==> config.mk <==
export PLATFORM = sky130hd
export DESIGN_NAME = wpr_register_bank
export DESIGN_NICKNAME = d
export VERILOG_FILES = /design/src/verilog/wpr_pkg.sv /design/src/verilog/wpr_register_bank.sv
export SDC_FILE = /design/constraint.sdc
export NUM_CORES = 2
export LEC_CHECK = 0
export BUFFER_PORTS_ARGS = -buffer_cell sky130_fd_sc_hd__buf_2
export CAP_MARGIN = 30
export CORE_AREA = 5 5 378 343
export CTS_CLUSTER_DIAMETER = 120
export DETAILED_ROUTE_END_ITERATION = 12
export DIE_AREA = 0 0 383 348
export PLACE_DENSITY_LB_ADDON = 0.08
export SLEW_MARGIN = 20
export SYNTH_ARGS = -nofsm -noshare
export SYNTH_HDL_FRONTEND = slang
export SYNTH_SLANG_ARGS = --single-unit
==> constraint.sdc <==
create_clock -name core_clk -period 3.6 [get_ports core_clk]
set_input_delay 0.18 -clock core_clk [delete_from_list [all_inputs] [get_ports core_clk]]
set_output_delay 0.18 -clock core_clk [all_outputs]
set_load 0.01 [all_outputs]
==> src/verilog/wpr_pkg.sv <==
package wpr_pkg;
    localparam int WPR_NWORDS = 28;
    localparam int WPR_IDXW = 5;
    localparam logic [15:0] WPR_ADDR_DATA_HI = 16'h9e35;
    localparam logic [15:0] WPR_ADDR_DATA_LO = 16'h9e36;
    localparam logic [15:0] WPR_ADDR_COMMAND = 16'h9e37;
    localparam logic [15:0] WPR_ADDR_CELL_CAPACITY = 16'ha029;
    localparam logic [15:0] WPR_ADDR_CELL_SENSITIVITY = 16'ha02b;
    localparam logic [15:0] WPR_ADDR_DIVISION_STEP_CODE = 16'ha02c;
    localparam logic [15:0] WPR_ADDR_SYSTEM_TARE = 16'ha02d;
    localparam logic [15:0] WPR_ADDR_SYSTEM_FULL_CAPACITY = 16'ha02f;
    localparam logic [15:0] WPR_ADDR_FILTER_LEVEL = 16'ha08d;
    localparam logic [15:0] WPR_ADDR_STABILITY_LEVEL = 16'ha08e;
    localparam logic [15:0] WPR_ADDR_AUTOZERO_PERCENT = 16'ha08f;
    localparam logic [15:0] WPR_ADDR_ZERO_TRACK_LEVEL = 16'ha091;
    localparam logic [15:0] WPR_ADDR_ZERO_BAND_DIVISIONS = 16'ha092;
    localparam logic [15:0] WPR_ADDR_SETPOINT1_MODE = 16'ha0f1;
    localparam logic [15:0] WPR_ADDR_SETPOINT1_HYSTERESIS = 16'ha0f2;
    localparam logic [15:0] WPR_ADDR_SETPOINT1_TIMER = 16'ha0f4;
    localparam logic [15:0] WPR_ADDR_SETPOINT1_DELAY = 16'ha0f5;
    localparam logic [15:0] WPR_ADDR_SETPOINT2_MODE = 16'ha0f6;
    localparam logic [15:0] WPR_ADDR_SETPOINT2_HYSTERESIS = 16'ha0f7;
    localparam logic [15:0] WPR_ADDR_SETPOINT2_TIMER = 16'ha0f9;
    localparam logic [15:0] WPR_ADDR_SETPOINT2_DELAY = 16'ha0fa;
    localparam logic [15:0] WPR_ADDR_ANALOG_FULL_SCALE = 16'ha1b9;
    localparam logic [15:0] WPR_ADDR_ANALOG_SOURCE_SELECT = 16'ha1bb;
    localparam logic [15:0] WPR_ADDR_ANALOG_SPAN_SELECT = 16'ha1bc;
    // word address of each stored entry; 32-bit values take two entries, high word first
    localparam logic [15:0] WPR_WORD_ADDR [WPR_NWORDS] = '{
        WPR_ADDR_CELL_CAPACITY, WPR_ADDR_CELL_CAPACITY + 16'h0001,
        WPR_ADDR_CELL_SENSITIVITY, WPR_ADDR_DIVISION_STEP_CODE,
        WPR_ADDR_SYSTEM_TARE, WPR_ADDR_SYSTEM_TARE + 16'h0001,
        WPR_ADDR_SYSTEM_FULL_CAPACITY, WPR_ADDR_SYSTEM_FULL_CAPACITY + 16'h0001,
        WPR_ADDR_FILTER_LEVEL, WPR_ADDR_STABILITY_LEVEL,
        WPR_ADDR_AUTOZERO_PERCENT, WPR_ADDR_AUTOZERO_PERCENT + 16'h0001,
        WPR_ADDR_ZERO_TRACK_LEVEL, WPR_ADDR_ZERO_BAND_DIVISIONS,
        WPR_ADDR_SETPOINT1_MODE,
        WPR_ADDR_SETPOINT1_HYSTERESIS, WPR_ADDR_SETPOINT1_HYSTERESIS + 16'h0001,
        WPR_ADDR_SETPOINT1_TIMER, WPR_ADDR_SETPOINT1_DELAY,
        WPR_ADDR_SETPOINT2_MODE,
        WPR_ADDR_SETPOINT2_HYSTERESIS, WPR_ADDR_SETPOINT2_HYSTERESIS + 16'h0001,
        WPR_ADDR_SETPOINT2_TIMER, WPR_ADDR_SETPOINT2_DELAY,
        WPR_ADDR_ANALOG_FULL_SCALE, WPR_ADDR_ANALOG_FULL_SCALE + 16'h0001,
        WPR_ADDR_ANALOG_SOURCE_SELECT, WPR_ADDR_ANALOG_SPAN_SELECT};
    localparam logic [WPR_IDXW-1:0] WPR_IDX_DIVISION = 5'h03;
    localparam logic [WPR_IDXW-1:0] WPR_IDX_SP1_MODE = 5'h0e;
    localparam logic [WPR_IDXW-1:0] WPR_IDX_SP2_MODE = 5'h13;
    localparam logic [WPR_IDXW-1:0] WPR_IDX_AN_SOURCE = 5'h1a;
    localparam logic [WPR_IDXW-1:0] WPR_IDX_AN_SPAN = 5'h1b;
    localparam logic [WPR_IDXW-1:0] WPR_IDX_LAST = 5'h1b;
    localparam logic [15:0] WPR_CMD_CAL_FULL_SCALE = 16'h0011;
    localparam logic [15:0] WPR_CMD_SAVE = 16'h0020;
    localparam logic [15:0] WPR_SP_MODE_MASK = 16'h001f;
    localparam int WPR_SP_SRC_LSB = 0;
    localparam int WPR_SP_NC_BIT = 2;
    localparam int WPR_SP_NEG_BIT = 3;
    localparam int WPR_SP_STABLE_BIT = 4;
    localparam int WPR_NDIV = 15;
    // division step in thousandths of a weight unit
    localparam logic [16:0] WPR_DIV_MILLI [WPR_NDIV] = '{
        17'h00001, 17'h00002, 17'h00005, 17'h0000a, 17'h00014, 17'h00032,
        17'h00064, 17'h000c8, 17'h001f4, 17'h003e8, 17'h007d0, 17'h01388,
        17'h02710, 17'h04e20, 17'h0c350};
    typedef enum logic [1:0] {WPR_SRC_NET, WPR_SRC_GROSS, WPR_SRC_PEAK, WPR_SRC_BAD} wpr_src_type;
    typedef enum logic [2:0] {WPR_SPAN_0_20MA, WPR_SPAN_4_20MA, WPR_SPAN_0_10V, WPR_SPAN_0_5V,
                              WPR_SPAN_BAD} wpr_span_type;
    typedef enum logic {WPR_ST_IDLE, WPR_ST_SAVE} wpr_save_state_type;
    typedef struct packed {
        wpr_src_type source;
        logic contact_nc;
        logic negative;
        logic stable_only;
    } wpr_sp_cfg_type;
    typedef struct packed {
        logic strobe;
        logic [15:0] code;
        logic [31:0] arg;
    } wpr_cmd_type;
    typedef struct packed {
        logic write;
        logic [WPR_IDXW-1:0] index;
        logic [15:0] data;
    } wpr_nvm_type;
endpackage

==> src/verilog/wpr_register_bank.sv <==
`timescale 1ns/1ps
`default_nettype none
module wpr_register_bank
(
    input wire logic core_clk,
    input wire logic sys_rst,
    input wire logic reg_wr_en,
    input wire logic reg_rd_en,
    input wire logic [15:0] reg_addr,
    input wire logic [15:0] reg_wdata,
    output logic [15:0] reg_rdata,
    output logic reg_rvalid,
    output logic reg_err,
    input wire logic signed [31:0] net_weight,
    input wire logic signed [31:0] gross_weight,
    input wire logic signed [31:0] peak_weight,
    input wire logic weight_stable,
    output wpr_pkg::wpr_cmd_type cmd_out,
    output wpr_pkg::wpr_nvm_type nvm_out,
    output logic save_busy,
    output logic status_mem_flag,
    output logic [16:0] div_step_milli,
    output wpr_pkg::wpr_sp_cfg_type [1:0] sp_cfg,
    output logic signed [1:0][31:0] sp_weight,
    output logic signed [31:0] analog_weight,
    output wpr_pkg::wpr_span_type analog_span
);
    import wpr_pkg::*;

    typedef struct packed {
        logic [WPR_NWORDS-1:0][15:0] words;
        logic [31:0] data;
        logic mem_flag;
        wpr_save_state_type st;
        logic [WPR_IDXW-1:0] idx;
        wpr_nvm_type nvm;
        wpr_cmd_type cmd;
        logic [15:0] rdata;
        logic rvalid;
        logic err;
        logic [16:0] div_milli;
        wpr_sp_cfg_type [1:0] sp;
        logic [1:0][31:0] sp_w;
        logic [31:0] an_w;
        wpr_span_type span;
        logic busy;
    } wpr_state_type;

    wpr_state_type s_r;
    wpr_state_type s_nxt;
    logic [WPR_NWORDS-1:0] hit;
    logic [WPR_IDXW-1:0] hit_idx;
    logic any_hit;

    // one comparator per stored word
    genvar g;
    generate
        for (g = 0; g < WPR_NWORDS; g++)
        begin : g_dec
            assign hit[g] = (reg_addr == WPR_WORD_ADDR[g]);
        end
    endgenerate

    always_comb
    begin
        hit_idx = '0;
        for (int i = 0; i < WPR_NWORDS; i++)
        begin
            if (hit[i])
            begin
                hit_idx = WPR_IDXW'(i);
            end
        end
    end

    assign any_hit = |hit;

    function automatic logic [31:0] pick_weight(input wpr_src_type src);
        logic [31:0] w;
        w = '0;
        case (src)
            WPR_SRC_NET: w = net_weight;
            WPR_SRC_GROSS: w = gross_weight;
            WPR_SRC_PEAK: w = peak_weight;
            default: w = '0;
        endcase
        return w;
    endfunction

    function automatic wpr_sp_cfg_type decode_sp(input logic [15:0] m);
        wpr_sp_cfg_type c;
        c.source = wpr_src_type'(m[WPR_SP_SRC_LSB +: 2]);
        c.contact_nc = m[WPR_SP_NC_BIT];
        c.negative = m[WPR_SP_NEG_BIT];
        c.stable_only = m[WPR_SP_STABLE_BIT];
        return c;
    endfunction

    always_comb
    begin
        logic set_flag;
        logic [15:0] wval;
        logic [15:0] dcode;
        logic [15:0] span_code;
        logic [31:0] w;
        s_nxt = s_r;
        set_flag = 1'b0;
        wval = reg_wdata;
        dcode = '0;
        span_code = '0;
        w = '0;
        s_nxt.cmd.strobe = 1'b0;
        s_nxt.nvm.write = 1'b0;
        s_nxt.rvalid = 1'b0;
        s_nxt.err = 1'b0;

        if (reg_wr_en)
        begin
            if (any_hit)
            begin
                if (hit_idx == WPR_IDX_SP1_MODE || hit_idx == WPR_IDX_SP2_MODE)
                begin
                    wval = reg_wdata & WPR_SP_MODE_MASK;
                end
                s_nxt.words[hit_idx] = wval;
                set_flag = 1'b1;
            end
            else if (reg_addr == WPR_ADDR_DATA_HI)
            begin
                s_nxt.data[31:16] = reg_wdata;
            end
            else if (reg_addr == WPR_ADDR_DATA_LO)
            begin
                s_nxt.data[15:0] = reg_wdata;
            end
            else if (reg_addr == WPR_ADDR_COMMAND)
            begin
                if (reg_wdata == WPR_CMD_SAVE)
                begin
                    // a save already running simply carries on from where it is
                    if (s_r.st == WPR_ST_IDLE)
                    begin
                        s_nxt.st = WPR_ST_SAVE;
                        s_nxt.idx = '0;
                    end
                end
                else
                begin
                    // argument is whatever the data register holds now, e.g. sample weight
                    s_nxt.cmd.strobe = 1'b1;
                    s_nxt.cmd.code = reg_wdata;
                    s_nxt.cmd.arg = s_r.data;
                end
            end
            else
            begin
                s_nxt.err = 1'b1;
            end
        end

        if (reg_rd_en)
        begin
            s_nxt.rvalid = 1'b1;
            // data and command registers are write-only and read as zero
            s_nxt.rdata = any_hit ? s_r.words[hit_idx] : '0;
            s_nxt.err = !any_hit;
        end

        case (s_r.st)
            WPR_ST_IDLE:
            begin
                s_nxt.idx = s_nxt.idx;
            end
            WPR_ST_SAVE:
            begin
                s_nxt.nvm.write = 1'b1;
                s_nxt.nvm.index = s_r.idx;
                s_nxt.nvm.data = s_r.words[s_r.idx];
                if (s_r.idx == WPR_IDX_LAST)
                begin
                    s_nxt.st = WPR_ST_IDLE;
                    s_nxt.idx = '0;
                    s_nxt.mem_flag = 1'b0;
                end
                else
                begin
                    s_nxt.idx = s_r.idx + 5'h01;
                end
            end
            default:
            begin
                s_nxt.st = WPR_ST_IDLE;
            end
        endcase

        // a write in the finishing cycle keeps the flag up
        if (set_flag)
        begin
            s_nxt.mem_flag = 1'b1;
        end
        // busy is its own flop so the port carries no decode logic
        s_nxt.busy = (s_nxt.st == WPR_ST_SAVE);

        dcode = s_r.words[WPR_IDX_DIVISION];
        s_nxt.div_milli = (dcode < 16'(WPR_NDIV)) ? WPR_DIV_MILLI[dcode[3:0]] : '0;

        for (int k = 0; k < 2; k++)
        begin
            s_nxt.sp[k] = decode_sp(k == 0 ? s_r.words[WPR_IDX_SP1_MODE]
                                           : s_r.words[WPR_IDX_SP2_MODE]);
            w = pick_weight(s_r.sp[k].source);
            if (s_r.sp[k].negative)
            begin
                w = -w;
            end
            // a stable-only setpoint freezes its compared value while weight moves
            if (!s_r.sp[k].stable_only || weight_stable)
            begin
                s_nxt.sp_w[k] = w;
            end
        end

        s_nxt.an_w = pick_weight(wpr_src_type'(s_r.words[WPR_IDX_AN_SOURCE][1:0]));
        if (s_r.words[WPR_IDX_AN_SOURCE] > 16'h0002)
        begin
            s_nxt.an_w = '0;
        end
        span_code = s_r.words[WPR_IDX_AN_SPAN];
        case (span_code)
            16'h0000: s_nxt.span = WPR_SPAN_0_20MA;
            16'h0001: s_nxt.span = WPR_SPAN_4_20MA;
            16'h0002: s_nxt.span = WPR_SPAN_0_10V;
            16'h0003: s_nxt.span = WPR_SPAN_0_5V;
            default: s_nxt.span = WPR_SPAN_BAD;
        endcase
    end

    always_ff @(posedge core_clk)
    begin
        if (sys_rst)
        begin
            s_r <= '0;
        end
        else
        begin
            s_r <= s_nxt;
        end
    end

    assign reg_rdata = s_r.rdata;
    assign reg_rvalid = s_r.rvalid;
    assign reg_err = s_r.err;
    assign cmd_out = s_r.cmd;
    assign nvm_out = s_r.nvm;
    assign save_busy = s_r.busy;
    assign status_mem_flag = s_r.mem_flag;
    assign div_step_milli = s_r.div_milli;
    assign sp_cfg = s_r.sp;
    assign sp_weight = s_r.sp_w;
    assign analog_weight = s_r.an_w;
    assign analog_span = s_r.span;
endmodule
`default_nettype wire

==> Word level (Yosys, flattened, before mapping) <==
Memory sizes are Yosys's and may differ from the RTL's. A register that Yosys moved wholly into a read port is not among the register bits.
Cells that the tools add are included.
{ "totals": {"mem_count": 1, "reg_bits": 685, "output_inout_bits": 217, "latchBits": 0, "mem_bits_rw": 0, "mem_bits_ro": 272, "word_cells": 212, "in_bits": 133} }
{ "memory_table": {"columns": ["name", "words", "width", "rd", "rd_clocked_by_memory_dff", "write_ports", "line", "source"], "rows": [
  ["(no name shown)", 16, 17, 1, 1, 0, "wpr_register_bank.sv:205", "s_nxt.div_milli = (dcode < 16'(WPR_NDIV)) ? WPR_DIV_MILLI[dcode[3:0]] : '0;"]
]} }
{ "classes": {"div": 0, "mux": 66, "eq_ne": 51, "n_lt_le_gt_ge": 5, "shifts": 0, "bitwise": 9, "n_addsub": 3, "reduce_logical": 23, "n_mul": 0} }
{ "op_table": {"columns": ["operator", "n"], "rows": [
  ["$eq A16 B16 Y1 const B", 31],
  ["$bwmux W448", 1],
  ["$pmux W32 S3", 3],
  ["$bmux W16 S5", 2],
  ["$mux W5", 26],
  ["$mux W16", 7],
  ["$demux W16 S5", 1],
  ["$mux W32", 2],
  ["$neg A32 Y32", 2],
  ["$mux W49", 1],
  ["$mux W6", 6],
  ["$reduce_or A33 Y1", 1],
  ["$eq A16 B2 Y1 const B", 2],
  ["$reduce_or A28 Y1", 1],
  ["$mux W22", 1],
  ["$eq A16 B1 Y1 const B", 1],
  ["$eq A16 B6 Y1 const B", 1],
  ["$gt A16 B2 Y1 const B", 1],
  ["$logic_not A16 Y1", 1],
  ["$lt A16 B4 Y1 const B", 1],
  ["$ne A2 B2 Y1 const B", 7],
  ["$lt A5 B6 Y1 const B", 2],
  ["$pmux W3 S4", 1],
  ["$eq A5 B5 Y1 const B", 2],
  ["21 further kinds", 53]
]} }

==> Depth between registers and ports, before layout <==
{ "depth": {"depth_word": 34, "ltp_mapped": 15, "ltp_nobuf": 11} }

==> Least setup slack after synthesis <==
OpenSTA, ideal clock, no wires.
{ "synth_path": {"path_type": "reg2reg", "from": "reg s_r, in the netlist sp_cfg[4]", "to": "reg s_r, in the netlist sp_weight[24]", "required_ns": 3.514, "n_path_buf": 3, "stages_incl_launch_ff": 14, "setup_slack_ns": 0.707, "period_less_slack_ns": 2.893, "arrival_time_ns": 2.807, "setup_ns": 0.086, "cell_sequence": "dfxtp_1 > buf_2 > buf_6 > buf_6 > mux2i_1 > o2bb2ai_1 > inv_1 > ha_1 > nor3b_1 > nand4_1 > or3_4 > o41ai_2 > xor2_1 > a211oi_1"} }
{ "synth_between": {"elab_chain_len": 4, "elab_cells_between_ends": 6, "classes_between": "1 x add/sub; 2 x eq/ne; 2 x mux; 1 x reduce/logical"} }
{ "synth_rtl": {"columns": ["item", "line", "source"], "rows": [
  ["start, declared", "wpr_register_bank.sv:49", "wpr_state_type s_r;"],
  ["start signal, assigned", "wpr_register_bank.sv:246", "s_r <= s_nxt;"],
  ["$eq A2 B2 Y1 (tied with other cells)", "wpr_register_bank.sv:81", "case (src)"],
  ["$pmux W32 S3 *", "wpr_register_bank.sv:81", null],
  ["$neg A32 Y32", "wpr_register_bank.sv:214", "w = -w;"],
  ["$mux W32 *", "wpr_register_bank.sv:212", "if (s_r.sp[k].negative)"]
]} }
Mark *: on every way between the ends. The rest lies on a longest branch, timed or not.
A chain may end at the register's enable or synchronous reset.

==> Worst setup path after layout <==
Ends and elaborated chain as after synthesis.

==> out/metrics.sh <==
SYN-CELL-AREA_MM2=0.0373
PATH_CLK_SLEW_NS=0.06
FLOORPLAN.CORE_AREA_MM2=0.126
CP-START-KIND='register'
SETUP.WORST_PATH.CLASS='reg2reg'
SYNTH_TOP_AREA_SHARE_PCT=37.6
SYNTH.NET_COUNT=4660
WORST_IR_DROP_VDD_mV=0.281
HOLD-WORST-SLACK_NS=0.0675
CP.ARRIVAL_NS=3.75
INTERNAL_POWER_mW=14.0
MAX_CAP_VIOL_COUNT=0
RELSLEWSLACK_PCT=31.4
NUMBER_OF_GLOBAL_ROUTE_VIAS_BEFORE_REPAIR=32798
INITIAL_UTILIZATION_PCT=29.7
POWER.SHARE.COMBINATIONAL_PCT=5.1
INITIALDRTVIOLATIONCOUNT=2979
HOLD_VIOLATIONS=0
FINALWIRELENGTH_UM=175000
SLEW_VIOLATIONS=0
YS.FLOP_TYPE='sky130_fd_sc_hd__dfxtp_1'
GLOBAL_ROUTE_WIRE_LENGTH_BEFORE_REPAIR_UM=247000
CTS_ROOT_BUFFER='sky130_fd_sc_hd__clkbuf_16'
POWER.DENSITY_mW_PER_MM2=419
FIN_CRIT_SH_PCT=87.4
TOTAL_LEAKAGE_POWER_nW=16.6
FINAL_CELL_COUNT_NO_FILL=6397
SYNTH_AREA_LEADERS='sky130_fd_sc_hd__dfxtp_1 38%, sky130_fd_sc_hd__nand2_1 12%, sky130_fd_sc_hd__mux2i_1 8.0%'
NETSWITCHINGFRACTION_PCT=24.0
SYNTHDISTINCTLIBCELLS=101
WORSTMARGINPINSLEW_NS=1.02
BUFFER_PORTS.INSERTED=348
TIMING.CRITICAL_PATH.TO_TYPE='register'
NUM_IO_PINS=350
POST_ROUTE_CELLS_DRIVE_ABOVE_1_SHARE_PCT=20.0
SYNTH_ENABLE_FLOP_CELLS=0
FINALSETUPVIOLATIONS=0
YS_SEQ_ELEMENTS=701
POST-PLACE-CELLS=6157
NUMCTSBUFFERS=86
CLOCK-SINKS=701
INITIAL_ANTENNA_VIOLATION_COUNT=0
FP.DIEAREA_MM2=0.133
NETSWITCHINGPOWER_mW=4.42
POWER_FRAC_SEQ_PCT=42.5
SYNTHARSTFLOPSHARE_PCT=0
DIE_Y_UM=348
MAXIMUM_NUMBER_OF_PINS_ON_ONE_NET_BEFORE_GLOBAL_ROUTE_REPAIR=156
TNS_NS=0
FINAL_CRITICAL_PATH_SETUP_SLACK_NS=0.455
DETAIL_ROUTE.WL_PER_CELL_UM=27.3
HTREEDEPTH=3
POST-DP-HPWL_UM=126000
VIASPERCELL=5.35
CTS.REPAIR.RESIZED=0
AREA_GROWTH_PCT=17.9
MOSTFREQUENTLAYOUTCELL='sky130_fd_sc_hd__nand2_1'
CLOCK_POWER_SHARE_PCT=52.4
GRT_OVERFLOW_TOTAL=0
SETUP_REPAIR_AFTER_GLOBAL_ROUTING_MISSED_ITS_MARGIN='no'
YOSYSWARNINGCOUNT=0
MAX_CLOCK_FREQ_MHz=318
CLK_PATH_BUF_DEPTH=3
TOP_FANOUT_VALUE_ON_THE_CRITICAL_PATH=36
FIN_CRIT_NS=3.14
DETAILROUTE.VIA_COUNT=34221
DETAILEDPLACE.WORSTSLACK_NS=0.0941
CLKLATENCYLATEPIN_NS=0.70
REMAINING_DRC_ERRORS=0
FINALCLOCKSKEW_NS=0.0434
TRITONCTS='built'
POST_SYNTHESIS_CELLS=4518
CRIT_REQUIRED_NS=4.21
YOSYSSEQAREASHARE_PCT=37.6
GRT.TOTAL_USAGE_PCT=25.1
DRT_FIRST_PASS_ITERS=7
PLACE.GP.CONGESTION=0.936
MOST-COMMON-LAYOUT-CELLS='1152 x sky130_fd_sc_hd__nand2_1, 693 x sky130_fd_sc_hd__dfxtp_1, 498 x sky130_fd_sc_hd__a21oi_1'
DRTANTENNAVIOLNETS=0
HOLDCRITPATHCLASS='in2reg'
FINALNETCOUNT=4830
POST_SYNTH.CELL_AREA_AVG_UM2=8.27
TOTAL_NUMBER_OF_PLACEMENT_ROWS=124
RUN_STATUS='complete, no violations'
SYNTHDOMINANTAREACELLTYPE='sky130_fd_sc_hd__dfxtp_1'
DIE_WIDTH_UM=383
==> power groups by stage <==
| stage | Clock, mW | Combinational [mW] | Sequential, mW |
|---|---|---|---|
| global placement | 0 | 0.876 | 8.02 |
| CTS | 9.91 | 0.940 | 7.84 |
| finish | 9.66 | 0.933 | 7.84 |
| global route | 10.2 | 0.995 | 7.85 |
| floorplan | 0 | 0.519 | 8.01 |
| detailed placement | 0 | 0.871 | 8.02 |
==> per-stage QoR <==
step,instance area [um2],utilization (%),power (mW)
6_report,44000,35.0,18.4
5_1_grt,44000,35.0,19.0
4_1_cts,44000,35.0,18.7
3_5_place_dp,40100,31.9,8.89
3_3_place_gp,40100,31.9,8.89
2_1_floorplan,37300,-,8.53
==> cell families (layout without fill, tap and decap cells) <==
kind of cell | count (synthesis) | in the layout | share of synthesized area, %
mux | 441 | 441 | 16.2
xor+xnor | 66 | 66 | 1.55
other cells | 1 | 4 | 0.0100
simple gates | 1870 | 1870 | 21.6
fa+ha+maj | 9 | 9 | 0.302
buf+inv | 598 | 836 | 9.25
flops | 701 | 701 | 37.6
compound gates | 832 | 832 | 13.5
==> critical path, stage by stage, from the launching register on <==
cell                        delay, ns
sky130_fd_sc_hd__dfxtp_2         0.62
sky130_fd_sc_hd__nor2b_2         0.11
sky130_fd_sc_hd__buf_12          0.19
sky130_fd_sc_hd__o2bb2ai_1       0.19
sky130_fd_sc_hd__nor4_2          0.50
sky130_fd_sc_hd__nand4_1         0.38
sky130_fd_sc_hd__or3_4           0.48
sky130_fd_sc_hd__o41ai_2         0.25
sky130_fd_sc_hd__xor2_1          0.11
sky130_fd_sc_hd__a211oi_1        0.23
==> metal layers <==
metal	up-vias	GRT usage, %	wire length, um
met5	-	0	0
met4	0	7.22	5260
met3	236	4.22	11000
met2	1198	41.1	81200
met1	17032	34.3	77300
li1	15755	-	-
==> layout make-up <==
cell class / instances / area [um2]
clock inverter: 36 / 602
antenna: 3 / 7.51
fill: 13153 / 81600
inverter: 24 / 90.1
sequential: 701 / 14000
tap: 1638 / 2050
multi-input combinational: 3219 / 19900
timing repair buffer: 656 / 4840
clock buffer: 120 / 2480
==> what timing repair did <==
action | 4_1_cts | 5_1_grt
setup endpoints to repair | 0 | 0
buffers inserted | 0 | 0
endpoints found under the hold margin | 158 | 0
hold buffers | 79 | 0
==> state kept, by name, indices dropped and copies added, names as in the netlist, 3 cells and up <==
| name | cells |
|---|---|
| s_r | 475 |
| sp_weight | 64 |
| cmd_out | 49 |
| analog_weight | 32 |
| nvm_out | 22 |
| div_step_milli | 16 |
| reg_rdata | 16 |
| s_nxt | 10 |
| sp_cfg | 10 |
| analog_span | 3 |
==> synth_stat cells (all sizes together) (35+ instances only) <==
cell type / count
nand2: 1159
dfxtp: 701
a21oi: 499
buf: 383
nor2: 379
mux2i: 297
clkbuf: 191
mux4: 128
nand3: 91
o21ai: 65
a211oi: 49
and2: 45
xor2: 39
nor3: 35
==> worst paths after layout <==
check                      from            end  slack [ns]  cells after the start
hold / removal    net_weight[0]   sp_weight[0]        0.07                      5
hold reg to reg        s_r[229]     cmd_out[6]        0.45                      2
setup / recovery      sp_cfg[4]  sp_weight[24]        0.46                      9
setup reg to reg      sp_cfg[4]  sp_weight[24]        0.46                      9
Note: power is estimated with default switching activity, not from simulation.
